--- src/core/bsse_pkg.sv ---
// constants shared by the bit-test, subtract and nibble-exchange core
// assumes a 12-bit instruction word and a 32-entry, 8-bit file register set
`default_nettype none

package bsse_pkg;

    // instruction word layout
    localparam int INSTR_W = 12;     // instruction width
    localparam int DATA_W = 8;       // file register width
    localparam int ADDR_W = 5;       // file register address width
    localparam int NUM_FILE = 32;    // file registers 00h..1fh
    localparam int BIT_LSB = 5;      // bit index field lsb
    localparam int BIT_W = 3;        // bit index field width
    localparam int NIB_W = 4;        // nibble width

    // opcode masks and match values
    localparam logic [11:0] SKIP_MASK = 12'hf00;
    localparam logic [11:0] SKIP_CODE = 12'h600;  // 0110 bbbf ffff
    localparam logic [11:0] SUB_MASK = 12'hfe0;
    localparam logic [11:0] SUB_CODE = 12'h0a0;   // 0000 101f ffff
    localparam logic [11:0] SWAP_MASK = 12'hfe0;
    localparam logic [11:0] SWAP_CODE = 12'h3a0;  // 0011 101f ffff

    // decoded operation kinds, one-hot
    typedef enum logic [3:0] {
        BSSE_OP_NONE = 4'h1,
        BSSE_OP_SKIP = 4'h2,
        BSSE_OP_SUB = 4'h4,
        BSSE_OP_SWAP = 4'h8
    } bsse_op_e;

    // apb byte offsets
    localparam logic [11:0] REG_EXT_CFG = 12'h000;  // extended_config_word
    localparam logic [11:0] REG_FLAGS = 12'h004;    // status flags
    localparam logic [11:0] REG_ACC = 12'h008;      // accumulator
    localparam logic [11:0] REG_RETIRE = 12'h00c;   // retired count, ro
    localparam logic [11:0] REG_LAST = 12'h010;     // last outcome, ro
    localparam logic [11:0] REG_FILE_BASE = 12'h080; // file regs, 4 apart

    // field positions
    localparam int FUSE_BIT = 0;    // borrow_in_fuse_bit in ext cfg
    localparam int FLAG_C = 0;      // carry flag
    localparam int FLAG_DC = 1;     // half_borrow_flag
    localparam int FLAG_Z = 2;      // zero flag
    localparam int LAST_SKIP = 0;   // last retired op skipped
    localparam int LAST_ILL = 1;    // last retired op not ours

    // reset values
    localparam logic FUSE_RST = 1'b1;          // default: no borrow-in
    localparam logic [2:0] FLAGS_RST = 3'h0;
    localparam logic [7:0] ACC_RST = 8'h00;
    localparam logic [7:0] FILE_RST = 8'h00;
    localparam int RETIRE_W = 16;              // retired counter width

endpackage : bsse_pkg

`default_nettype wire

--- src/core/bsse_alu.sv ---
// decoder and datapath for skip-if-clear, subtract and nibble exchange
// assumes operands already fetched from the file registers; purely combinational
`default_nettype none

module bsse_alu (
    // instruction and operands
    input wire logic [11:0] instr,
    input wire logic [7:0] file_val,
    input wire logic [7:0] acc,
    input wire logic carry_in,
    input wire logic fuse_bit,
    // decode results
    output bsse_pkg::bsse_op_e op,
    output logic [4:0] file_addr,
    output logic bit_clear,
    // arithmetic results
    output logic [7:0] result,
    output logic carry_out,
    output logic half_borrow_out,
    output logic zero_out
);

    logic borrow_in;   // inverted carry when fuse programmed low
    logic [8:0] diff;  // nine bits keep the borrow out of bit 7
    logic [4:0] low_diff;  // low nibble difference with borrow
    logic [2:0] bit_idx;

    // opcode match, skip pattern checked first as it is widest
    always_comb begin
        if ((instr & bsse_pkg::SKIP_MASK) == bsse_pkg::SKIP_CODE) begin
            op = bsse_pkg::BSSE_OP_SKIP;
        end else if ((instr & bsse_pkg::SUB_MASK) == bsse_pkg::SUB_CODE) begin
            op = bsse_pkg::BSSE_OP_SUB;
        end else if ((instr & bsse_pkg::SWAP_MASK)
                     == bsse_pkg::SWAP_CODE) begin
            op = bsse_pkg::BSSE_OP_SWAP;
        end else begin
            op = bsse_pkg::BSSE_OP_NONE;
        end
    end

    // operand fields
    assign file_addr = instr[bsse_pkg::ADDR_W-1:0];
    assign bit_idx = instr[bsse_pkg::BIT_LSB +: bsse_pkg::BIT_W];
    assign bit_clear = ~file_val[bit_idx];

    // borrow-in only when the fuse bit reads 0
    assign borrow_in = fuse_bit ? 1'b0 : ~carry_in;
    assign diff = {1'b0, file_val} - {1'b0, acc} - {8'h00, borrow_in};
    assign low_diff = {1'b0, file_val[3:0]} - {1'b0, acc[3:0]}
                      - {4'h0, borrow_in};

    // result and flags
    always_comb begin
        if (op == bsse_pkg::BSSE_OP_SWAP) begin
            result = {file_val[3:0], file_val[7:4]};
        end else begin
            result = diff[7:0];
        end
    end
    assign carry_out = ~diff[8];
    assign half_borrow_out = ~low_diff[4];
    assign zero_out = (diff[7:0] == 8'h00);

endmodule : bsse_alu

`default_nettype wire

--- src/core/bsse_exec.sv ---
// execution unit for skip-if-clear, subtract and nibble exchange
// assumes fetch presents one instruction word with a valid strobe and an
// apb master on the same clock; file registers, accumulator, flags and
// the extended config word live here and are reachable over apb
`default_nettype none

// Behaviour
// - decode 0110 bbb fffff as bit-test skip
// - skip next instruction when tested bit clear
// - skip test: one cycle, two when skipping
// - subtract accumulator from file register, write back
// - carry cleared on borrow, else set
// - half borrow flag cleared on nibble borrow
// - zero flag set when result is 00h
// - fuse bit 0: also subtract inverted carry
// - fuse bit 1: plain subtract, carry ignored
// - 0011 101 fffff swaps file register nibbles
module bsse_exec (
    // clock and reset
    input wire logic pclk,
    input wire logic presetn,
    // apb slave
    input wire logic psel,
    input wire logic penable,
    input wire logic pwrite,
    input wire logic [11:0] paddr,
    input wire logic [31:0] pwdata,
    output logic [31:0] prdata,
    output logic pready,
    output logic pslverr,
    // instruction from fetch
    input wire logic instr_valid,
    input wire logic [11:0] instr_word,
    output logic instr_ready,
    // retire report to fetch
    output logic done,
    output logic skip_next,
    output logic not_ours,
    // flags for the rest of the core
    output logic carry_flag,
    output logic half_borrow_flag,
    output logic zero_flag
);

    // execution states
    typedef enum logic [1:0] {
        BSSE_ST_RUN = 2'b01,   // ready for a new word
        BSSE_ST_SKIP = 2'b10   // second cycle of a taken skip
    } bsse_state_e;

    bsse_state_e state_r;
    bsse_state_e state_nxt;

    // architectural state
    logic [7:0] file_r [bsse_pkg::NUM_FILE];  // file register set
    logic [7:0] acc_r;                         // accumulator
    logic carry_r;
    logic half_borrow_r;
    logic zero_r;
    logic fuse_r;                               // borrow_in_fuse_bit
    logic [bsse_pkg::RETIRE_W-1:0] retire_r;   // retired instruction count
    logic last_skip_r;
    logic last_ill_r;

    // handshake and report flops
    logic ready_r;
    logic done_r;
    logic skip_r;
    logic ill_r;

    // apb flops
    logic [31:0] prdata_r;
    logic pready_r;
    logic pslverr_r;

    // datapath wires
    bsse_pkg::bsse_op_e op;
    logic [4:0] exe_addr;
    logic bit_clear;
    logic [7:0] alu_result;
    logic alu_c;
    logic alu_dc;
    logic alu_z;
    logic accept;     // word taken this edge
    logic exe_we;     // file write from execution
    logic bus_setup;  // apb setup phase
    logic bus_we;     // apb write commits this edge
    logic file_hit;   // apb address falls in the file window
    logic [4:0] file_idx;

    // address decode for the setup-phase error answer, which in turn gates the write commit
    function automatic logic addr_mapped(input logic [11:0] a);
        logic in_file;
        in_file = (a >= bsse_pkg::REG_FILE_BASE) && (a[1:0] == 2'b00)
                  && (a < bsse_pkg::REG_FILE_BASE + 12'h080);
        addr_mapped = in_file || a == bsse_pkg::REG_EXT_CFG
                      || a == bsse_pkg::REG_FLAGS
                      || a == bsse_pkg::REG_ACC
                      || a == bsse_pkg::REG_RETIRE
                      || a == bsse_pkg::REG_LAST;
    endfunction : addr_mapped

    assign file_hit = (paddr >= bsse_pkg::REG_FILE_BASE)
                      && (paddr < bsse_pkg::REG_FILE_BASE + 12'h080)
                      && (paddr[1:0] == 2'b00);
    assign file_idx = paddr[6:2];
    assign bus_setup = psel && !penable;
    // write lands only on the access edge, never for an unmapped address
    assign bus_we = psel && penable && pready_r && pwrite && !pslverr_r;

    // datapath reads the addressed file register combinationally
    bsse_alu u_alu (
        .instr(instr_word),
        .file_val(file_r[instr_word[4:0]]),
        .acc(acc_r),
        .carry_in(carry_r),
        .fuse_bit(fuse_r),
        .op(op),
        .file_addr(exe_addr),
        .bit_clear(bit_clear),
        .result(alu_result),
        .carry_out(alu_c),
        .half_borrow_out(alu_dc),
        .zero_out(alu_z)
    );

    // a word is taken only while ready, which drops during a skip
    assign accept = instr_valid && ready_r;
    assign exe_we = accept && (op == bsse_pkg::BSSE_OP_SUB
                               || op == bsse_pkg::BSSE_OP_SWAP);

    // next state
    always_comb begin
        state_nxt = state_r;
        unique case (state_r)
            BSSE_ST_RUN: begin
                if (accept && op == bsse_pkg::BSSE_OP_SKIP && bit_clear) begin
                    state_nxt = BSSE_ST_SKIP;
                end
            end
            BSSE_ST_SKIP: begin
                state_nxt = BSSE_ST_RUN;
            end
            default: begin
                state_nxt = BSSE_ST_RUN;
            end
        endcase
    end

    // state register
    always_ff @(posedge pclk or negedge presetn) begin
        if (!presetn) begin
            state_r <= BSSE_ST_RUN;
        end else begin
            state_r <= state_nxt;
        end
    end

    // ready falls for the extra cycle of a taken skip
    always_ff @(posedge pclk or negedge presetn) begin
        if (!presetn) begin
            ready_r <= 1'b1;
        end else begin
            ready_r <= (state_nxt == BSSE_ST_RUN);
        end
    end

    // retire report: pulse one cycle after accept, or two for a taken skip
    always_ff @(posedge pclk or negedge presetn) begin
        if (!presetn) begin
            done_r <= 1'b0;
            skip_r <= 1'b0;
            ill_r <= 1'b0;
        end else if (state_r == BSSE_ST_SKIP) begin
            done_r <= 1'b1;
            skip_r <= 1'b1;
            ill_r <= 1'b0;
        end else if (accept && !(op == bsse_pkg::BSSE_OP_SKIP
                                 && bit_clear)) begin
            done_r <= 1'b1;
            skip_r <= 1'b0;
            ill_r <= (op == bsse_pkg::BSSE_OP_NONE);
        end else begin
            done_r <= 1'b0;
            skip_r <= 1'b0;
            ill_r <= 1'b0;
        end
    end

    // retired count and last outcome, for software to watch progress
    always_ff @(posedge pclk or negedge presetn) begin
        if (!presetn) begin
            retire_r <= '0;
            last_skip_r <= 1'b0;
            last_ill_r <= 1'b0;
        end else if (done_r) begin
            retire_r <= retire_r + 16'h0001;
            last_skip_r <= skip_r;
            last_ill_r <= ill_r;
        end
    end

    // file registers; execution beats a same-cycle bus write to one entry
    generate
        for (genvar i = 0; i < bsse_pkg::NUM_FILE; i++) begin : g_file
            always_ff @(posedge pclk or negedge presetn) begin
                if (!presetn) begin
                    file_r[i] <= bsse_pkg::FILE_RST;
                end else if (exe_we && exe_addr == 5'(i)) begin
                    file_r[i] <= alu_result;
                end else if (bus_we && file_hit && file_idx == 5'(i)) begin
                    file_r[i] <= pwdata[7:0];
                end
            end
        end
    endgenerate

    // status flags; only subtract touches them, and it wins over software
    always_ff @(posedge pclk or negedge presetn) begin
        if (!presetn) begin
            carry_r <= bsse_pkg::FLAGS_RST[bsse_pkg::FLAG_C];
            half_borrow_r <= bsse_pkg::FLAGS_RST[bsse_pkg::FLAG_DC];
            zero_r <= bsse_pkg::FLAGS_RST[bsse_pkg::FLAG_Z];
        end else if (accept && op == bsse_pkg::BSSE_OP_SUB) begin
            carry_r <= alu_c;
            half_borrow_r <= alu_dc;
            zero_r <= alu_z;
        end else if (bus_we && paddr == bsse_pkg::REG_FLAGS) begin
            // software write of the flags register; skip test and swap never write the flags
            carry_r <= pwdata[bsse_pkg::FLAG_C];
            half_borrow_r <= pwdata[bsse_pkg::FLAG_DC];
            zero_r <= pwdata[bsse_pkg::FLAG_Z];
        end
    end

    // accumulator; subtract never writes it, only software does
    always_ff @(posedge pclk or negedge presetn) begin
        if (!presetn) begin
            acc_r <= bsse_pkg::ACC_RST;
        end else if (bus_we && paddr == bsse_pkg::REG_ACC) begin
            acc_r <= pwdata[7:0];
        end
    end

    // extended config word; the fuse bit picks borrow-in behaviour
    always_ff @(posedge pclk or negedge presetn) begin
        if (!presetn) begin
            fuse_r <= bsse_pkg::FUSE_RST;
        end else if (bus_we && paddr == bsse_pkg::REG_EXT_CFG) begin
            fuse_r <= pwdata[bsse_pkg::FUSE_BIT];
        end
    end

    // apb answer: ready in the first access cycle, no wait states
    always_ff @(posedge pclk or negedge presetn) begin
        if (!presetn) begin
            pready_r <= 1'b0;
            pslverr_r <= 1'b0;
        end else if (bus_setup) begin
            pready_r <= 1'b1;
            pslverr_r <= !addr_mapped(paddr);
        end else begin
            pready_r <= 1'b0;
            pslverr_r <= 1'b0;
        end
    end

    // read data sampled at setup; an execution write on that same edge
    // is not seen, a limitation traded for a zero-wait answer
    always_ff @(posedge pclk or negedge presetn) begin
        if (!presetn) begin
            prdata_r <= 32'h0000_0000;
        end else if (bus_setup && !pwrite) begin
            prdata_r <= 32'h0000_0000;
            if (file_hit) begin
                prdata_r[7:0] <= file_r[file_idx];
            end else if (paddr == bsse_pkg::REG_EXT_CFG) begin
                prdata_r[bsse_pkg::FUSE_BIT] <= fuse_r;
            end else if (paddr == bsse_pkg::REG_FLAGS) begin
                prdata_r[bsse_pkg::FLAG_C] <= carry_r;
                prdata_r[bsse_pkg::FLAG_DC] <= half_borrow_r;
                prdata_r[bsse_pkg::FLAG_Z] <= zero_r;
            end else if (paddr == bsse_pkg::REG_ACC) begin
                prdata_r[7:0] <= acc_r;
            end else if (paddr == bsse_pkg::REG_RETIRE) begin
                prdata_r[bsse_pkg::RETIRE_W-1:0] <= retire_r;
            end else if (paddr == bsse_pkg::REG_LAST) begin
                prdata_r[bsse_pkg::LAST_SKIP] <= last_skip_r;
                prdata_r[bsse_pkg::LAST_ILL] <= last_ill_r;
            end
        end
    end

    // outputs straight from flops
    assign prdata = prdata_r;
    assign pready = pready_r;
    assign pslverr = pslverr_r;
    assign instr_ready = ready_r;
    assign done = done_r;
    assign skip_next = skip_r;
    assign not_ours = ill_r;
    assign carry_flag = carry_r;
    assign half_borrow_flag = half_borrow_r;
    assign zero_flag = zero_r;

endmodule : bsse_exec

`default_nettype wire

--- config.mk ---
export PLATFORM = sky130hd
export DESIGN_NAME = bsse_exec
export DESIGN_NICKNAME = d
export VERILOG_FILES = /design/src/core/bsse_pkg.sv /design/src/core/bsse_alu.sv /design/src/core/bsse_exec.sv
export SDC_FILE = /design/constraint.sdc
export NUM_CORES = 1
export LEC_CHECK = 0
export BUFFER_PORTS_ARGS = -buffer_cell sky130_fd_sc_hd__buf_2
export CORE_AREA = 2 2 187 226
export CTS_CLUSTER_SIZE = 28
export DETAILED_ROUTE_END_ITERATION = 6
export DIE_AREA = 0 0 189 228
export HOLD_SLACK_MARGIN = 0.08
export MAX_ROUTING_LAYER = met4
export PLACE_DENSITY = 0.68
export SKIP_LAST_GASP = 1
export SLEW_MARGIN = 20
export SYNTH_ARGS = -nofsm -noshare
export SYNTH_HDL_FRONTEND = slang
export SYNTH_SLANG_ARGS = --single-unit
--- constraint.sdc ---
create_clock -name pclk -period 3.5 [get_ports pclk]
set_input_delay 0.35 -clock pclk [delete_from_list [all_inputs] [get_ports pclk]]
set_output_delay 0.35 -clock pclk [all_outputs]
set_load 0.05 [all_outputs]
; ---- After elaboration in Yosys (flattened, before gate mapping)
; Cells that the tools add are included.
; W data, S select, Z words.
[word_totals]
reg_bits = 310
input_bits = 62
output_inout_bits = 41
wordCells = 382
[op_classes]
addsub = 5
magnitude_cmp = 5
eq_ne = 76
muxes = 108
bitwise_logic = 6
n_reduce_logical = 134
[op_table]
columns = op, n
row1 = $mux W8, 73
row2 = $eq A5 B5 Y1 const B, 32
row3 = $logic_and A1 B1 Y1, 85
row4 = $mux W14, 6
row5 = $bmux W8 S5, 2
row6 = $eq A5 B4 Y1 const B, 16
row7 = $reduce_bool A2 Y1, 33
row8 = $eq A5 B3 Y1 const B, 8
row9 = $eq A12 B4 Y1 const B, 2
row10 = $eq A5 B2 Y1 const B, 4
row11 = $add A16 B1 Y16 const B, 1
row12 = $mux W1, 16
row13 = $mux W15, 1
row14 = $mux W13, 1
row15 = $eq A12 B3 Y1 const B, 1
row16 = $eq A12 B5 Y1 const B, 1
row17 = $ge A12 B8 Y1 const B, 1
row18 = $ge A6 B6 Y1 const B, 2
row19 = $logic_not A12 Y1, 1
row20 = $lt A12 B9 Y1 const B, 1
row21 = $mux W4, 3
row22 = $not A5 Y6, 2
row23 = $eq A5 B1 Y1 const B, 2
row24 = $logic_not A5 Y1, 2
row25 = other kinds (21), 38

; ---- Depth between registers and ports, before layout
[depth]
ltp_word = 12
mapped_depth = 21

; ---- Hierarchy
; From an unflattened synthesis, not the netlist that was laid out.
[hier_totals]
cells_unflattened = 2072
area_unflattened_um2 = 20051.7
[by_module_without_submodules]
columns = module, instances, cells_each, area_per_inst_um2, seq_area_each_um2
row1 = bsse_exec, 1, 1974, 19307.3, 7761.2
row2 = bsse_alu, 1, 98, 744.5, 0.0

; ---- Worst setup path after synthesis
; Ideal clock, no wire load.
[synth_path]
kind = input -> register
start = input instr_word[1]
end = register file_r[183] (netlist name)
setup_ps = 136
t_arrival_ps = 3833
required_time_ps = 3364
path_slack_ps = -469
cell_stages = 17
path_buffers = 5
cell_sequence = buf_2 -> buf_2 -> buf_4 -> clkbuf_1 -> mux4_2 -> o2111a_1 -> nor3_1 -> ha_1 -> inv_1 -> ha_1 -> a2111oi_0 -> o21ai_0 -> nand2_1 -> a221oi_1 -> a31oi_1 -> buf_2 -> a21oi_1
[synth_between]
elab_chain_len = 8
word_cells_on_any_way = 11
cone_classes = add/sub (2) / eq/ne (1) / mux (5) / bitwise (1) / reduce/logical (2)
[synth_lines]
columns = element, line
row1 = from (decl), bsse_exec.sv:33  ; input wire logic [11:0] instr_word,
row2 = $not A5 Y6 (not written as such), bsse_exec.sv:114  ; .file_val(file_r[instr_word[4:0]]),
row3 = $bmux W8 S5, bsse_exec.sv:114
row4 = $mux W8 (not written as such) (2 in a row), bsse_exec.sv:114
row5 = $sub A8 B8 Y9, bsse_alu.sv:49  ; assign diff = {1'b0, file_val} - {1'b0, acc} - {8'h00, borrow_in};
row6 = $sub A9 B1 Y9, bsse_alu.sv:49
row7 = $mux W8, bsse_alu.sv:55  ; if (op == bsse_pkg::BSSE_OP_SWAP) begin
row8 = $mux W8, bsse_exec.sv:209  ; end else if (exe_we && exe_addr == 5'(i)) begin
row9 = "to (signal, indexed assignment)", bsse_exec.sv:208  ; file_r[i] <= bsse_pkg::FILE_RST;
row10 = "to (signal, indexed assignment)", bsse_exec.sv:210  ; file_r[i] <= alu_result;
row11 = "to (signal, indexed assignment)", bsse_exec.sv:212  ; file_r[i] <= pwdata[7:0];
row12 = to (decl), bsse_exec.sv:55  ; logic [7:0] file_r [bsse_pkg::NUM_FILE];
; Several ways; a longest one is shown, not always the timed one. The select of a mux whose other input is x is not followed.
; A chain may end at the register's enable or synchronous reset.

; ---- Worst setup path after layout
[layout_path]
start = register file_r[228] (netlist name)
end = register file_r[111] (netlist name)
[layout_between]
elab_chain_len = 7
[layout_lines]
columns = element, line
row1 = $bmux W8 S5, bsse_exec.sv:114
row2 = $mux W8 (not written as such) (2 in a row), bsse_exec.sv:114
row3 = $sub A8 B8 Y9, bsse_alu.sv:49
row4 = $sub A9 B1 Y9, bsse_alu.sv:49
row5 = $mux W8, bsse_alu.sv:55
row6 = $mux W8, bsse_exec.sv:209
; Every way passes these cells. The select of a mux whose other input is x is not followed.

==> results.json <==
{
  "via_count": 16800,
  "dieArea_um2": 43100,
  "tightestPinTransition_ns": 0.984,
  "gp_congestion": 0.951,
  "layout.cells.non_filler": 2598,
  "grt_pass1_wl_mm": 102,
  "use_met1_pct": 41.1,
  "grt.busiest_layer": "met2",
  "placedCellCount": 2503,
  "cp.arrival_ns": 4.10,
  "synth_seq_cells": 310,
  "synthMostInstantiatedCell": "dfrtp_1",
  "cts-buffers-inserted": 35,
  "ys_types": 72,
  "yosysSeqAreaShare_pct": 39.1,
  "drv_cap": 0,
  "initial_core_util_pct": 48.3,
  "vdd_drop_max_uv": 357,
  "fin_crit_ns": 3.72,
  "path_clk_slew_ns": 0.06,
  "grt_max_degree": 83,
  "worstPathMaxFanout": 8,
  "first_global_vias": 16300,
  "grt_overflow_total": 0,
  "worst_slack_ns": -0.219,
  "use_met2_pct": 48.5,
  "critPathKind": "register to register",
  "rsz0062_at_grt": "yes",
  "die_height_um": 228,
  "violations": "setup timing",
  "status": "finished, violations left",
  "synth_ff_type": "dfrtp_1",
  "yosys.area.top_type": "dfrtp_1",
  "whs_ns": 0.123,
  "route.detailed.drc": 0,
  "grtUsageTotal_pct": 32.0,
  "cts_root_buf": "clkbuf_16",
  "ys_async_sr_fraction_pct": 100,
  "netlist_area_um2": 19900,
  "synth.area.top_cells": "dfrtp_1 (39%), mux4_2 (14%), mux2i_1 (9.9%)",
  "design_area_um2": 24200,
  "hp-class": "input pin to register",
  "final.setup.tns_ns": -10.93,
  "worst_clock_skew_ns": 0.0209,
  "post-route-period-util_pct": 106,
  "maxSlewHeadroom_pct": 34.4,
  "place_ws_ns": -0.678,
  "fmax_ghz": 0.269,
  "nets": 2101,
  "netlist.area_leader.share_pct": 38.7,
  "finalSetupViolations": 89,
  "placed_cell_area_um2": 22100,
  "wl_mm": 69.1,
  "port_buffers": 62,
  "syn_inst": 1857,
  "worst_ep_required_time_ns": 3.88,
  "p_per_area_nw_per_um2": 383,
  "yosys_warnings": 0,
  "cts_max_level": 2,
  "avgRoutedWirePerCell_um": 26.6,
  "final_antenna_net_count": 0,
  "clkLatencyLatePin_ns": 0.53,
  "antenna_found_initial": 5,
  "synth-edff-count": 0,
  "cts_max_path_buffers": 3,
  "pin_count": 103,
  "drt_pass1_iterations": 5,
  "cp-start-kind": "register",
  "cts.sink_count": 310,
  "dieWidth_um": 189,
  "syn_area_per_cell_um2": 10.7,
  "use_met3_pct": 5.85,
  "place_hpwl_mm": 46.9,
  "p_leak_nw": 10.6,
  "detail_route.iter0.violations": 1573,
  "coreArea_um2": 41100,
  "synth_common_cells": "dfrtp_1 (307), mux2i_1 (197), a21oi_1 (154)",
  "syn_to_final_growth_pct": 22.0,
  "num_rows": 82,
  "cts_tree": "done",
  "num-fill-cells": 3335,
  "finalHoldViolCount": 0,
  "maxSlewViolCount": 0,
  "vias_per_cell": 6.46,
  "drive_above_1_share_pct": 33.9,
  "endpoint_kind": "register"
}
==> stage by stage <==
step	util (%)	power [mW]
finish	58.9	9.28
global route	58.9	9.54
CTS	56.9	9.05
detailed placement	53.6	5.32
global placement	53.6	5.29
floorplan	-	4.67
==> repair_timing <==
action                                 CTS  global route
resized for setup                       25           149
setup endpoints to repair              162           162
hold buffers                             2             0
setup buffers                            7            12
endpoints found under the hold margin   45             0
pin swaps                                6            49
cloned                                   3             7
==> worst max-delay path, stage by stage (launching register included) <==
cell	delay, ns
dfrtp_1	0.41
mux4_2	0.49
mux2i_1	0.17
buf_4	0.15
o21bai_1	0.06
o22ai_1	0.17
buf_4	0.17
ha_4	0.20
inv_4	0.06
ha_4	0.19
a21o_1	0.22
buf_6	0.13
a2111oi_4	0.22
o21ai_1	0.11
nand2_1	0.12
a221oi_4	0.05
a31oi_4	0.22
buf_12	0.16
clkbuf_16	0.18
mux2i_1	0.07
==> final cells by class <==
class / count / area, µm² / share of cell area, %
Multi-Input combinational cell: 1359 / 11900 / 49.3
Sequential cell: 310 / 7760 / 32.0
Timing Repair Buffer: 297 / 2660 / 11.0
Clock buffer: 50 / 992 / 4.09
Tap cell: 546 / 683 / 2.82
Clock inverter: 10 / 106 / 0.439
Inverter: 21 / 81.3 / 0.336
Antenna cell: 5 / 12.5 / 0.0516
==> sequential cells by signal (all words and copies together), names as in the netlist, 2 cells and up <==
signal    count
file_r      256
state_r       2
prdata       16
retire_r     16
acc_r         8
==> cells in the final DEF (no fill, tap or decap), types with 66 or more instances in the layout <==
cell type,instances
a211oi_1,99
a21oi_1,106
buf_4,189
dfrtp_1,307
mux2_2,67
mux2i_1,192
mux4_2,125
nand2_1,142
nor2_1,100
nor2b_1,109
o21ai_0,66
==> layer usage <==
| metal | part of all wire [%] | vias to the layer above | routed length [µm] |
|---|---|---|---|
| li1 | - | 7196 | - |
| met1 | 39 | 8422 | 26800 |
| met2 | 46 | 973 | 32000 |
| met3 | 8.9 | 187 | 6140 |
| met4 | 6.1 | 0 | 4210 |
| met5 | 0 | - | 0 |
==> cells by family after synthesis <==
| logic type | count (synthesis) | synth area share (%) |
|---|---|---|
| other cells | 1 | 0.0189 |
| xor+xnor | 20 | 0.882 |
| simple gates | 486 | 12.3 |
| compound gates | 427 | 13.2 |
| fa+ha+maj | 15 | 1.02 |
| flops | 310 | 39.1 |
| buf+inv | 203 | 4.76 |
| mux | 395 | 28.7 |
==> report_power, final <==
part / internal (mW) / switching (mW) / leakage, nW
sequential: 3.68 / 0.107 / 4.28
clock: 2.12 / 1.57 / 0.542
combinational: 0.715 / 1.09 / 5.73
==> worst paths after layout <==
| path | slack (ns) | to | depth (start not counted) | startpoint |
|---|---|---|---|---|
| min reg2reg | 0.49 | prdata[4] | 1 | prdata[4] |
| max in group asynchronous | 2.34 | file_r[153] | 3 | presetn |
| min in group asynchronous | 0.34 | file_r[81] | 2 | presetn |
| max reg2reg | -0.22 | file_r[111] | 19 | file_r[228] |
| max | -0.22 | file_r[111] | 19 | file_r[228] |
| min | 0.12 | done | 2 | instr_valid |
(Power assumes the default switching activity.)
